[src/include/conv_pkg.sv]
// Constants and types shared by the converter result and trigger logic
package conv_pkg;
  localparam int ADDR_W = 8;
  localparam int DATA_W = 8;
  localparam int RES_W = 10;
  // Register offsets
  localparam logic [7:0] OFF_RESULT_LOW = 8'h78;
  localparam logic [7:0] OFF_RESULT_HIGH = 8'h79;
  localparam logic [7:0] OFF_TRIGGER_CONTROL = 8'h7B;
  localparam logic [7:0] OFF_DIGITAL_INPUT_DISABLE = 8'h7E;
  localparam logic [7:0] OFF_CONTROL = 8'h7A;
  localparam logic [7:0] OFF_IRQ_STATUS = 8'h70;
  localparam logic [7:0] OFF_IRQ_MASK = 8'h71;
  // Field positions
  localparam int CTL_ENABLE_BIT = 7;
  localparam int CTL_START_BIT = 6;
  localparam int CTL_AUTO_BIT = 5;
  localparam int CTL_LEFT_BIT = 4;
  localparam int TRG_CMP_MUX_BIT = 6;
  localparam logic [7:0] TRG_WRITABLE = 8'h47;
  // Interrupt status bits
  localparam int IRQ_DONE_BIT = 0;
  localparam int IRQ_TRIG_BIT = 1;
  localparam int IRQ_W = 2;
  // Reset values
  localparam logic [7:0] RST_BYTE = 8'h00;
  localparam logic [9:0] RST_RESULT = 10'h000;
  // Trigger source encodings
  typedef enum logic [2:0] {
    SRC_FREE = 3'h0,
    SRC_COMPARATOR = 3'h1,
    SRC_EXT_IRQ0 = 3'h2,
    SRC_T0_CMP_A = 3'h3,
    SRC_T0_OVF = 3'h4,
    SRC_T1_CMP_B = 3'h5,
    SRC_T1_OVF = 3'h6,
    SRC_T1_CAPTURE = 3'h7
  } trigger_source_t;
endpackage : conv_pkg

[src/rtl/conv_result_ctrl.sv]
// Converter result registers, alignment, auto-trigger and input disable
`timescale 1ns/1ps
// Operation
// - A finished conversion lands its 10-bit result across the low and high result bytes, two's complement for differential channels.
// - Once the low byte is read, neither byte updates until the high byte is read.
// - Left alignment puts result 9:2 in the high byte and 1:0 in low bits 7:6, the rest zero.
// - Right alignment, the reset default, puts result 7:0 in the low byte and 9:8 in high bits 1:0.
// - Trigger control bits 7 and 5:3 read zero and software writes them zero.
// - The trigger source field acts only while auto trigger is enabled.
// - In auto trigger with the converter enabled, a rising edge of the selected flag starts a conversion.
// - Switching from a clear source to a set source other than free running is an edge and starts a conversion when enabled.
// - Selecting free running never by itself makes a trigger event.
// - Source codes are free running, comparator, external irq 0, timer0 match A, timer0 overflow, timer1 match B, timer1 overflow, timer1 capture.
// - Each set input disable bit turns off its pin buffer and forces its port bit to zero.
// - Result bytes are read-only and zero after reset.
// - Changing left alignment changes the result presentation at once.
// - The done flag sets when a conversion finishes and results update; its edge drives free running.
module conv_result_ctrl (
  input wire logic clk,
  input wire logic resetn,
  input wire logic [conv_pkg::ADDR_W-1:0] addr,
  input wire logic [conv_pkg::DATA_W-1:0] wdata,
  input wire logic wr,
  input wire logic rd,
  output logic [conv_pkg::DATA_W-1:0] rdata,
  input wire logic conv_done,
  input wire logic [conv_pkg::RES_W-1:0] conv_result,
  input wire logic comparator_flag,
  input wire logic ext_irq0_flag,
  input wire logic t0_cmp_a_flag,
  input wire logic t0_ovf_flag,
  input wire logic t1_cmp_b_flag,
  input wire logic t1_ovf_flag,
  input wire logic t1_capture_flag,
  input wire logic [7:0] pin_level,
  output logic [7:0] port_input,
  output logic [7:0] buffer_enable,
  output logic conversion_start,
  output logic comparator_mux_enable,
  output logic irq
);
  import conv_pkg::*;

  typedef struct packed {
    logic [RES_W-1:0] result;
    logic [RES_W-1:0] pending;
    logic pending_valid;
    logic locked;
    logic converter_enable;
    logic auto_trigger_enable;
    logic left_align;
    logic done_flag;
    logic comparator_mux_enable;
    trigger_source_t trigger_source;
    logic [7:0] digital_input_disable;
    logic [IRQ_W-1:0] irq_status;
    logic [IRQ_W-1:0] irq_mask;
    logic [7:0] rdata;
    logic [7:0] port_input;
    logic [7:0] buffer_enable;
    logic start;
    logic irq;
  } state_t;

  state_t q;
  state_t next_q;
  logic trig_pulse;
  logic [7:0] source_flags;
  logic [7:0] low_view;
  logic [7:0] high_view;

  // Byte views of the result for a given alignment
  function automatic logic [7:0] view_low(input logic [RES_W-1:0] r, input logic left);
    view_low = left ? {r[1:0], 6'h00} : r[7:0];
  endfunction : view_low

  function automatic logic [7:0] view_high(input logic [RES_W-1:0] r, input logic left);
    view_high = left ? r[9:2] : {6'h00, r[9:8]};
  endfunction : view_high

  // Flags indexed by trigger code; slot 0 is the done flag for free running
  assign source_flags = {t1_capture_flag, t1_ovf_flag, t1_cmp_b_flag, t0_ovf_flag,
                         t0_cmp_a_flag, ext_irq0_flag, comparator_flag, q.done_flag};

  trigger_select u_trigger (
    .clk(clk),
    .resetn(resetn),
    .trigger_source(q.trigger_source),
    .auto_trigger_enable(q.auto_trigger_enable),
    .converter_enable(q.converter_enable),
    .source_flags(source_flags),
    .start_pulse(trig_pulse)
  );

  // Views follow the live alignment bit
  assign low_view = view_low(q.result, q.left_align);
  assign high_view = view_high(q.result, q.left_align);

  // Next-state logic
  always_comb begin
    next_q = q;
    next_q.start = 1'b0;
    next_q.rdata = 8'h00;
    // Result capture; held back while the pair is locked
    if (conv_done) begin
      next_q.done_flag = 1'b1;
      if (q.locked) begin
        next_q.pending = conv_result;
        next_q.pending_valid = 1'b1;
      end else begin
        next_q.result = conv_result;
      end
    end
    // Register reads
    if (rd) begin
      unique case (addr)
        OFF_RESULT_LOW: begin
          next_q.rdata = low_view;
          next_q.locked = 1'b1;
          // A result landing with the low read waits for the high read
          if (conv_done && !q.locked) begin
            next_q.result = q.result;
            next_q.pending = conv_result;
            next_q.pending_valid = 1'b1;
          end
        end
        OFF_RESULT_HIGH: begin
          next_q.rdata = high_view;
          next_q.locked = 1'b0;
          if (q.pending_valid && !conv_done) begin
            next_q.result = q.pending;
            next_q.pending_valid = 1'b0;
          end else if (conv_done) begin
            next_q.result = conv_result;
            next_q.pending_valid = 1'b0;
          end
        end
        OFF_TRIGGER_CONTROL: begin
          next_q.rdata = {1'b0, q.comparator_mux_enable, 3'h0, q.trigger_source};
        end
        OFF_CONTROL: begin
          next_q.rdata = {q.converter_enable, 1'b0, q.auto_trigger_enable, q.left_align,
                          3'h0, q.done_flag};
        end
        OFF_DIGITAL_INPUT_DISABLE: next_q.rdata = q.digital_input_disable;
        OFF_IRQ_STATUS: begin
          next_q.rdata = {6'h00, q.irq_status};
          next_q.irq_status = '0;
        end
        OFF_IRQ_MASK: next_q.rdata = {6'h00, q.irq_mask};
        default: next_q.rdata = 8'h00;
      endcase
    end
    // Register writes; result bytes ignore writes
    if (wr) begin
      unique case (addr)
        OFF_TRIGGER_CONTROL: begin
          next_q.comparator_mux_enable = wdata[TRG_CMP_MUX_BIT];
          next_q.trigger_source = trigger_source_t'(wdata[2:0]);
        end
        OFF_CONTROL: begin
          next_q.converter_enable = wdata[CTL_ENABLE_BIT];
          next_q.auto_trigger_enable = wdata[CTL_AUTO_BIT];
          next_q.left_align = wdata[CTL_LEFT_BIT];
          next_q.start = wdata[CTL_START_BIT] & wdata[CTL_ENABLE_BIT];
          if (wdata[0] && !conv_done) next_q.done_flag = 1'b0;
        end
        OFF_DIGITAL_INPUT_DISABLE: next_q.digital_input_disable = wdata;
        OFF_IRQ_MASK: next_q.irq_mask = wdata[IRQ_W-1:0];
        default: ;
      endcase
    end
    // Sticky events; a set beats a same-cycle clear
    if (conv_done) next_q.irq_status[IRQ_DONE_BIT] = 1'b1;
    if (trig_pulse) next_q.irq_status[IRQ_TRIG_BIT] = 1'b1;
    if (trig_pulse) next_q.start = 1'b1;
    next_q.irq = |(next_q.irq_status & next_q.irq_mask);
    // Disabled pins read zero and lose their buffer
    next_q.port_input = pin_level & ~q.digital_input_disable;
    next_q.buffer_enable = ~q.digital_input_disable;
  end

  // State register
  always_ff @(posedge clk or negedge resetn) begin
    if (!resetn) begin
      q <= '0;
      q.buffer_enable <= 8'hFF;
    end else begin
      q <= next_q;
    end
  end

  assign rdata = q.rdata;
  assign port_input = q.port_input;
  assign buffer_enable = q.buffer_enable;
  assign conversion_start = q.start;
  assign comparator_mux_enable = q.comparator_mux_enable;
  assign irq = q.irq;
endmodule : conv_result_ctrl

[src/rtl/trigger_select.sv]
// Trigger source selector with rising-edge start detection
`timescale 1ns/1ps
module trigger_select (
  input wire logic clk,
  input wire logic resetn,
  input wire conv_pkg::trigger_source_t trigger_source,
  input wire logic auto_trigger_enable,
  input wire logic converter_enable,
  input wire logic [7:0] source_flags,
  output logic start_pulse
);
  import conv_pkg::*;

  typedef struct packed {
    logic prev_level;
    trigger_source_t prev_source;
    logic start_pulse;
  } state_t;

  state_t q;
  state_t next_q;
  logic level;
  logic to_free;

  // Selected flag; free running uses the conversion done flag in slot 0
  always_comb begin
    level = source_flags[trigger_source];
    // A switch into free running must not fire on an already set done flag
    to_free = (trigger_source == SRC_FREE) && (q.prev_source != SRC_FREE);
    next_q = q;
    next_q.prev_level = level;
    next_q.prev_source = trigger_source;
    // Edge against last cycle's selected level, so a source switch acts as an edge
    next_q.start_pulse = auto_trigger_enable & converter_enable & level & ~q.prev_level
                         & ~to_free;
  end

  // State register
  always_ff @(posedge clk or negedge resetn) begin
    if (!resetn) begin
      q <= '0;
    end else begin
      q <= next_q;
    end
  end

  assign start_pulse = q.start_pulse;
endmodule : trigger_select

[config.mk]
export PLATFORM = sky130hd
export DESIGN_NAME = conv_result_ctrl
export DESIGN_NICKNAME = d
export VERILOG_FILES = /design/src/include/conv_pkg.sv /design/src/rtl/conv_result_ctrl.sv /design/src/rtl/trigger_select.sv
export SDC_FILE = /design/constraint.sdc
export NUM_CORES = 1
export LEC_CHECK = 0
export BUFFER_PORTS_ARGS = -buffer_cell sky130_fd_sc_hd__buf_2
export CAP_MARGIN = 20
export CORE_MARGIN = 10
export CORE_UTILIZATION = 25
export CTS_BUF_LIST = sky130_fd_sc_hd__clkbuf_2 sky130_fd_sc_hd__clkbuf_4 sky130_fd_sc_hd__clkbuf_8
export CTS_CLUSTER_DIAMETER = 30
export DETAILED_ROUTE_END_ITERATION = 16
export PLACE_DENSITY = 0.5
export SYNTH_ARGS = -nofsm -noshare
export SYNTH_HDL_FRONTEND = slang
export SYNTH_HIERARCHICAL = 1
export SYNTH_SLANG_ARGS = --single-unit
[constraint.sdc]
create_clock -name clk -period 2.48 [get_ports clk]
set_input_delay 0.248 -clock clk [delete_from_list [all_inputs] [get_ports clk]]
set_output_delay 0.248 -clock clk [all_outputs]
set_load 0.1 [all_outputs]
==> metrics.txt, run 1 <==
startpoint types=primary input; switching share of power=between 20% and 30%; final setup skew=8.78 ps; Setup CP Type=in -> reg; DRC=0; worst slew pin tran=969 ps; Fillers=roughly 1500; max-slew violation count=0; root buffer cell=clkbuf_8; Clock Sinks=between 70 and 80; outcome=finished clean; Mapped Area=0.00364 sq mm; first-pass GRT wire length=about 16000 microns; die extent in y=141 microns; vias in the first global route=around 2700; P_sw=838 uW; Final Instance Area=0.00428 sq mm; via count=2601; Reg clk slew, reported paths=70 ps; IO Port Bufs=72; Post-synth EDFFs=0; Reg area=0.00184 sq mm; Critical path destination=q[63]; Post-synth ARST share=100%; clock tree buffer depth=2; Yosys Warn Count=6; top-area cell type share of the netlist area=44.7%; total negative slack=0 ps; reg-to-reg endpoint=q[63]; grt ovf=0; min Tclk post-route=around 1800 ps; fin nets=413; count leader, synth=dfrtp_1; Tot Pwr=3130 uW; wire length per cell=17.4 microns; Setup WS pre-CTS=305 ps; io pins=73; DRT Wirelength=9690 microns; Die ar.=0.0198 sq mm; First-pass DRT Iterations=4; Synth Net Count=361; Final Setup Violations=0; clock share of power=37.7%; worst-skew pair later-pin latency=370 ps; register share of total power=45.2%; crit share post-route=71.7%; register area share after synthesis=about half; layout cell share with drive strength beyond 1=40.3%; FMAX=0.563 GHz; mean post-synth cell area=11.6 sq um; Lkg Pwr=0.00192 uW; Seq cells post-synth=73; RSZ-0062 raised after global routing=false; Yosys cell types=slightly above 50; crit path from=addr[7]; Reg-to-Reg Start=q[46]; initial antenna violation count=0; # rows=44; multi-input logic area=around 0.0015 sq mm; main flop type after synthesis=dfrtp_1; Post CTS Setup Buffer Count=0; vias per cell=4.68; Inserted Clock Buffers=9; internal power=2290 uW; CP max FO=11; total placed instance area=approximately 0.004 sq mm; total core area=0.0144 sq mm; cells on worst reg2reg path=4; CTS tree=done; gr usage total=9.94%; CTS resizes=0; Initial Utilization=25.2%; Max VDD drop=approximately 0.23 mV; H-tree depth=3; cell area power density=approximately 730 mW/mm^2; Setup crit end kind=flop; max_slew headroom=35.0%; HPWL Detailed=~7300 microns; combinational share of power=17.1%; Die W=between 100 and 150 microns; final hold vios=0; Hold Path Class=in -> reg; post-synth top area cell=dfrtp_1; WP data arrival=2020 ps; top cells by count, synth=65 x dfrtp_1, 43 x mux2_2, 24 x buf_4; CP required=between 2000 and 3000 ps; post-route ant nets=0; max-cap viol count=0; worst reg-to-reg setup slack=730 ps; worst setup margin=703 ps; Iter 0 DRT Violations=~120; cell count after synthesis=315; Area growth, synth to finish=17.7%; gpl congestion=0.840; Synth area leaders=dfrtp_1 45%, mux2_2 13%, dfstp_2 5.8%, mux2i_1 4.9%, buf_4 4.9%; hold_buf cts=1; largest net degree at the start of global routing=31; # diodes=0
## worst max-delay path: stages
cell and delay, ps:
buf_2 100, nand4b_1 400, or4_4 640, and2_1 290, a221o_1 340
## registers in the layout (all words and copies together) (netlist names)
signal	cells
buffer_enable	8
comparator_mux_enable	1
conversion_start	1
irq	1
port_input	8
q	41
rdata	8
u_trigger/q	4
u_trigger/start_pulse	1
## per-layer routing
metal / up-vias / part of all wire, % / track usage [%] / wire length [microns]
met5: - / 0 / 0 / 0
met4: 0 / 2.0 / 5.05 / 195
met3: 13 / 4.2 / 2.42 / 405
met2: 63 / 44 / 14.2 / 4300
met1: 1291 / 49 / 13.5 / 4790
li1: 1234 / - / - / -
## how the worst min path moves through the flow
stage / startpoint / end / slack (ps) / cells after the start
6_report: pin_level[5] / port_input[5] / 100 / 2
2_1_floorplan: resetn / comparator_mux_enable / -50 / 0
3_3_place_gp: resetn / port_input[5] / 250 / 1
5_1_grt: pin_level[7] / port_input[7] / 80 / 2
4_1_cts: pin_level[1] / port_input[1] / 80 / 2
3_5_place_dp: resetn / port_input[5] / 260 / 1
## cell type report
type	instances	share of cell area (%)
sequential	73	42.9
clock buffer	13	3.74
inverter	12	1.05
multi-input combinational	193	35.3
tap	184	5.37
clock inverter	3	2.10
timing repair buffer	78	9.52
## power by group through the flow
stage	combinational (uW)	sequential (uW)	clock, uW
floorplan	437	1390	0
global placement	525	1440	0
detailed placement	538	1440	0
CTS	542	1420	1220
global route	585	1430	1280
finish	535	1410	1180
## through the flow
| stage | std cells | hold WS, ps | util, % |
|---|---|---|---|
| detailed placement | 539 | 260 | 27.9 |
| global route | 556 | 84.6 | 29.7 |
| global placement | 539 | 253 | 27.9 |
| finish | 556 | 99.0 | 29.7 |
| CTS | 556 | 77.6 | 29.7 |
| floorplan | 315 | -47.6 | - |
## cell usage in the layout, fill, tap and decap left out, drive strengths merged, types with 2 or more instances in the layout
master	netlist	routed
buf	29	77
dfrtp	65	65
mux2	43	43
nor2	18	18
mux2i	18	18
nor2b	13	13
clkbuf	8	13
inv	12	12
nand2	10	10
a221o	8	8
dfstp	8	8
o21ai	7	7
a21oi	6	6
nor3	6	6
nand4	5	5
nor4	4	4
a21o	4	4
and3	4	4
nand3	3	3
a2111oi	3	3
a22oi	3	3
nand2b	3	3
o21a	3	3
o221a	3	3
bufinv	0	3
a31oi	2	2
nand4b	2	2
and4	2	2
nand3b	2	2
a22o	2	2
o22ai	2	2
and2	2	2
or4	2	2
## cells by family (layout without fill, tap and decap cells)
family | count (synthesis) | after routing | synth area share (%)
AO/OA/AOI/OAI | 50 | 50 | 10.4
buffers and inverters | 49 | 106 | 7.97
flip-flops | 73 | 73 | 50.4
multiplexers | 61 | 61 | 18.2
AND/OR/NAND/NOR | 82 | 82 | 12.9
(Power assumes the default switching activity.)
==> inputs of run 2 (changes only) <==
==> constraint.sdc (replaced) <==
create_clock -name clk -period 1.7 [get_ports clk]
set_input_delay 0.17 -clock clk [delete_from_list [all_inputs] [get_ports clk]]
set_output_delay 0.17 -clock clk [all_outputs]
set_load 0.1 [all_outputs]
==> run 2 against run 1 <==
Against the previous run: count of clock-buffer cells in the layout decreased by 2; sequential share of layout area decreased by 1.0 points; combinational power rose by 51%; routed wire length down 2.5%; sequential power rose by 46%; largest power group unchanged; first-iteration DRC count up 48%; worst setup slack lost 500 ps; power increased by 40%; die area unchanged; final cell count increased by 2.9%.
==> metrics.txt, run 2 (synthesized netlist as in run 1, its figures left out) <==
outcome=finished clean; initial antenna violation count=0; FMAX=roughly 0.67 GHz; final setup skew=around 13 ps; wire length per cell=about 17 microns; first-pass GRT wire length=15200 microns; crit share post-route=between 80% and 90%; gr usage total=under 10%; DRC=0; Iter 0 DRT Violations=181; Inserted Clock Buffers=9; CTS tree=done; H-tree depth=3; Die ar.=0.0198 sq mm; Die W=141 microns; total core area=0.0144 sq mm; Reg area=between 0.0015 and 0.002 sq mm; Reg clk slew, reported paths=80 ps; vias per cell=4.66; # diodes=0; # rows=44; Area growth, synth to finish=20.5%; gpl congestion=roughly 0.84; worst slew pin tran=527 ps; Post CTS Setup Buffer Count=0; cell area power density=996 mW/mm^2; max-slew violation count=0; fin nets=between 400 and 500; Setup CP Type=reg -> reg; clock tree buffer depth=2; RSZ-0062 raised after global routing=false; Clock Sinks=73; most common cell after layout, fill and taps aside=buf_2; max_slew headroom=63.9%; total placed instance area=0.00416 sq mm; worst-skew pair later-pin latency=~350 ps; Initial Utilization=25.2%; IO Port Bufs=72; Fillers=1517; CP required=slightly below 2000 ps; vias in the first global route=2794; Tot Pwr=4370 uW; multi-input logic area=0.00152 sq mm; Final Instance Area=about 0.0044 sq mm; die extent in y=141 microns; Max VDD drop=0.332 mV; Hold Path Class=in -> reg; HPWL Detailed=7310 microns; DRT Wirelength=9450 microns; post-layout util=30.4%; grt ovf=0; min Tclk post-route=1500 ps; most frequent cells in the layout=72 x buf_2, 64 x dfrtp_1, 43 x mux2_2; WP data arrival=about 1800 ps; Setup crit end kind=flop; Lkg Pwr=just under 0.002 uW; via count=2667; root buffer cell=clkbuf_8; largest net degree at the start of global routing=74; max-cap viol count=0; post-route ant nets=0; First-pass DRT Iterations=4; Largest Register=q; Final Setup Violations=0; cells on worst reg2reg path=4; final hold vios=0; CP max FO=7; Hold Path Depth=2; startpoint types=flop; total negative slack=0 ps; Largest register FFs=41; layout cell share with drive strength beyond 1=a little over two fifths; io pins=between 70 and 80
[run 2: cell count changes in the layout (fill, tap and decap cells not counted)]
cell,delta
dfrtp_1,-1
dfrtp_2,+1
clkbuf_4,-1
and2_1,-1
clkinv_2,+1
clkbuf_8,-1
clkinvlp_4,+2
buf_4,+15
buf_12,+1
bufinv_16,-1
and2_4,+1
[run 2: worst max-delay path, stage by stage, from the launching register on]
cell	delay, ps
dfrtp_1	480
mux2i_1	160
a2111oi_0	420
o21ai_0	160
a21oi_1	190
[run 2: power by group]
group	leakage, uW	internal (uW)	switching [uW]	total, uW
Combinational	0.000962	392	418	809
Clock	0.000106	857	646	1500
Sequential	0.000914	1920	145	2060
[run 2: layer usage]
layer | vias up | track usage, % | routed length [microns] | share of wire (%)
li1 | 1261 | - | - | -
met1 | 1308 | 12.5 | 4410 | 47
met2 | 91 | 14.3 | 4300 | 46
met3 | 7 | 2.89 | 628 | 6.6
met4 | 0 | 3.59 | 104 | 1.1
met5 | - | 0 | 0 | 0
[run 2: per-stage QoR]
stage	setup WS, ps	hold slack (ps)	instances
2_1_floorplan	-75.7	-126	315
3_3_place_gp	-44.2	231	555
6_report	200	29.6	572
4_1_cts	52.0	13.8	572
3_5_place_dp	-74.0	238	555
5_1_grt	20.0	30.5	572
[run 2: worst paths after layout]
kind / start / end / slack (ps)
max in group asynchronous: resetn / buffer_enable[0] / 960
hold / removal: pin_level[2] / port_input[2] / 30
hold reg to reg: q[32] / buffer_enable[2] / 450
min in group asynchronous: resetn / port_input[5] / 340
setup reg to reg: q[43] / rdata[1] / 200
setup / recovery: q[43] / rdata[1] / 200
[run 2: area by class of cell]
| cell class | count | area share (%) |
|---|---|---|
| flip-flops and latches | 73 | 41.9 |
| clock inverters | 5 | 1.82 |
| repair buffers | 94 | 12.3 |
| multi-input cells | 193 | 34.5 |
| inverters | 12 | 1.03 |
| well taps | 184 | 5.25 |
| clock buffers | 11 | 3.16 |
[run 2: what timing repair did]
item,4_1_cts,5_1_grt
hold buffers,1,0
endpoints found under the setup margin,0,2
hold endpoints to repair,65,0
resized for setup,0,1
==> inputs of run 3 (changes only) <==
--- a/config.mk
+++ b/config.mk
@@ -12,6 +12,7 @@
 export CTS_BUF_LIST = sky130_fd_sc_hd__clkbuf_2 sky130_fd_sc_hd__clkbuf_4 sky130_fd_sc_hd__clkbuf_8
 export CTS_CLUSTER_DIAMETER = 30
 export DETAILED_ROUTE_END_ITERATION = 16
+export GPL_TIMING_DRIVEN = 0
 export PLACE_DENSITY = 0.5
 export SYNTH_ARGS = -nofsm -noshare
 export SYNTH_HDL_FRONTEND = slang
==> constraint.sdc (replaced) <==
create_clock -name clk -period 1.5 [get_ports clk]
set_input_delay 0.15 -clock clk [delete_from_list [all_inputs] [get_ports clk]]
set_output_delay 0.15 -clock clk [all_outputs]
set_load 0.1 [all_outputs]
==> run 3 against run 2 <==
Against the previous run: global-route usage is 0.056 points higher; clock skew hardly changed; count of clock-buffer cells in the layout is 1 lower; final cell count is 4.5% higher; power is 19% higher; die area stayed put; flip-flop and latch count stayed put; register-to-register slack worse by 190 ps; fmax is 0.80% higher; core utilization is 2.3 points higher.
==> metrics.txt, run 3 (synthesized netlist as in run 1, its figures left out) <==
max-cap viol count=0; Die W=141 microns; RSZ-0062 raised after global routing=true; Inserted Clock Buffers=9; Clock Sinks=73; HPWL Detailed=just over 7000 microns; final setup skew=12.6 ps; wire length per cell=16.4 microns; CP required=1750 ps; clock tree buffer depth=2; CTS tree=done; Final Setup Violations=0; io pins=73; Largest Register=q; Setup crit end kind=flop; post-route ant nets=0; Tot Pwr=approximately 5200 uW; startpoint types=flop; DRT Wirelength=9780 microns; Setup CP Type=reg -> reg; root buffer cell=clkbuf_8; fin nets=454; Max VDD drop=0.375 mV; worst reg-to-reg setup slack=10 ps; total negative slack=0 ps; IO Port Bufs=71; crit share post-route=between 90% and 100%; grt ovf=0; DRC=0; total core area=0.0144 sq mm; WP data arrival=1740 ps; CP max FO=5; Die ar.=0.0198 sq mm; H-tree depth=3; worst-skew pair later-pin latency=360 ps; cell area power density=1100 mW/mm^2; initial antenna violation count=1; # rows=44; vias per cell=4.61; First-pass DRT Iterations=4; via count=2754; multi-input logic area=0.00158 sq mm; FMAX=0.672 GHz; Area growth, synth to finish=29.8%; min Tclk post-route=1490 ps; Fillers=1464; outcome=finished clean; layout cell share with drive strength beyond 1=47.7%; Reg clk slew, reported paths=80 ps; largest net degree at the start of global routing=41; Hold Path Class=in -> reg; Iter 0 DRT Violations=~120; max-slew violation count=0; die extent in y=141 microns; Lkg Pwr=0.00215 uW; most common cell after layout, fill and taps aside=buf_2; gr usage total=9.58%; final hold vios=0; first-pass GRT wire length=15200 microns; vias in the first global route=around 2900; gpl congestion=0.824; worst slew pin tran=600 ps; most frequent cells in the layout=63 x buf_2, 62 x dfrtp_1, 40 x mux2_2; max_slew headroom=about three fifths; Reg area=0.00184 sq mm; Initial Utilization=25.2%; Largest register FFs=between 40 and 50
## run 3: changes by cell type in the layout (fill, tap and decap cells not counted), moves of 2 or more
| cell | previous run | this run |
|---|---|---|
| buf_8 | 0 | 2 |
| mux2_2 | 43 | 40 |
| clkbuf_4 | 2 | 0 |
| clkbuf_2 | 0 | 3 |
| dfrtp_2 | 1 | 3 |
| dlygate4sd3_1 | 1 | 7 |
| mux2_4 | 0 | 3 |
| buf_2 | 72 | 63 |
| buf_4 | 20 | 38 |
| dfrtp_1 | 64 | 62 |
## run 3: timing repair
action,CTS,global route
pin swaps,5,6
cloned,0,1
buffers inserted,4,2
endpoints found under the hold margin,36,0
hold buffers,7,0
setup endpoints to repair,39,19
resized for setup,16,18
## run 3: layout make-up
type,count,share of cell area [%]
repair buffers,86,11.8
inverters,12,0.953
flip-flops and latches,73,39.0
clock buffers,10,2.91
clock inverters,6,1.91
plain buffers,33,5.14
well taps,184,4.87
diodes,1,0.0530
multi-input cells,193,33.4
## run 3: metrics by stage
stage	utilization, %	instance area [sq um]	worst slack, ps	hold slack, ps	std cells
6_report	32.8	4720	12.0	14.7	598
5_1_grt	32.7	4720	-58.1	19.8	597
4_1_cts	32.1	4630	-20.8	3.25	595
3_5_place_dp	29.6	4270	-542	133	571
3_3_place_gp	29.4	4250	-519	371	570
2_1_floorplan	-	3660	-253	-146	315
## run 3: worst paths after layout
kind                         startpoint                to  cells past startpoint
min in group asynchronous        resetn     port_input[6]                      2
max reg2reg                       q[47]             q[58]                      5
max in group asynchronous        resetn  buffer_enable[0]                      3
max                               q[47]             q[58]                      5
min                        pin_level[0]     port_input[0]                      2
min reg2reg                       q[37]  buffer_enable[7]                      1
## run 3: metal layers
| layer | wire [microns] | global-route usage [%] | vias to the layer above | share of wire (%) |
|---|---|---|---|---|
| met5 | 0 | 0 | - | 0 |
| met4 | 160 | 3.59 | 0 | 1.6 |
| met2 | 4600 | 14.8 | 60 | 47 |
| met1 | 4430 | 11.9 | 1372 | 45 |
| met3 | 592 | 3.63 | 9 | 6.1 |
| li1 | - | - | 1313 | - |
## run 3: report_power, final
part | switching, uW | internal, uW | total (uW)
sequential | 152 | 2170 | 2320
combinational | 551 | 579 | 1130
clock | 772 | 987 | 1760
## run 3: critical path: stages (launching register included)
cell and delay (ps):
dfrtp_2 450, clkbuf_16 170, mux2_4 290, mux2i_1 170, nor2_1 60, o221a_2 240
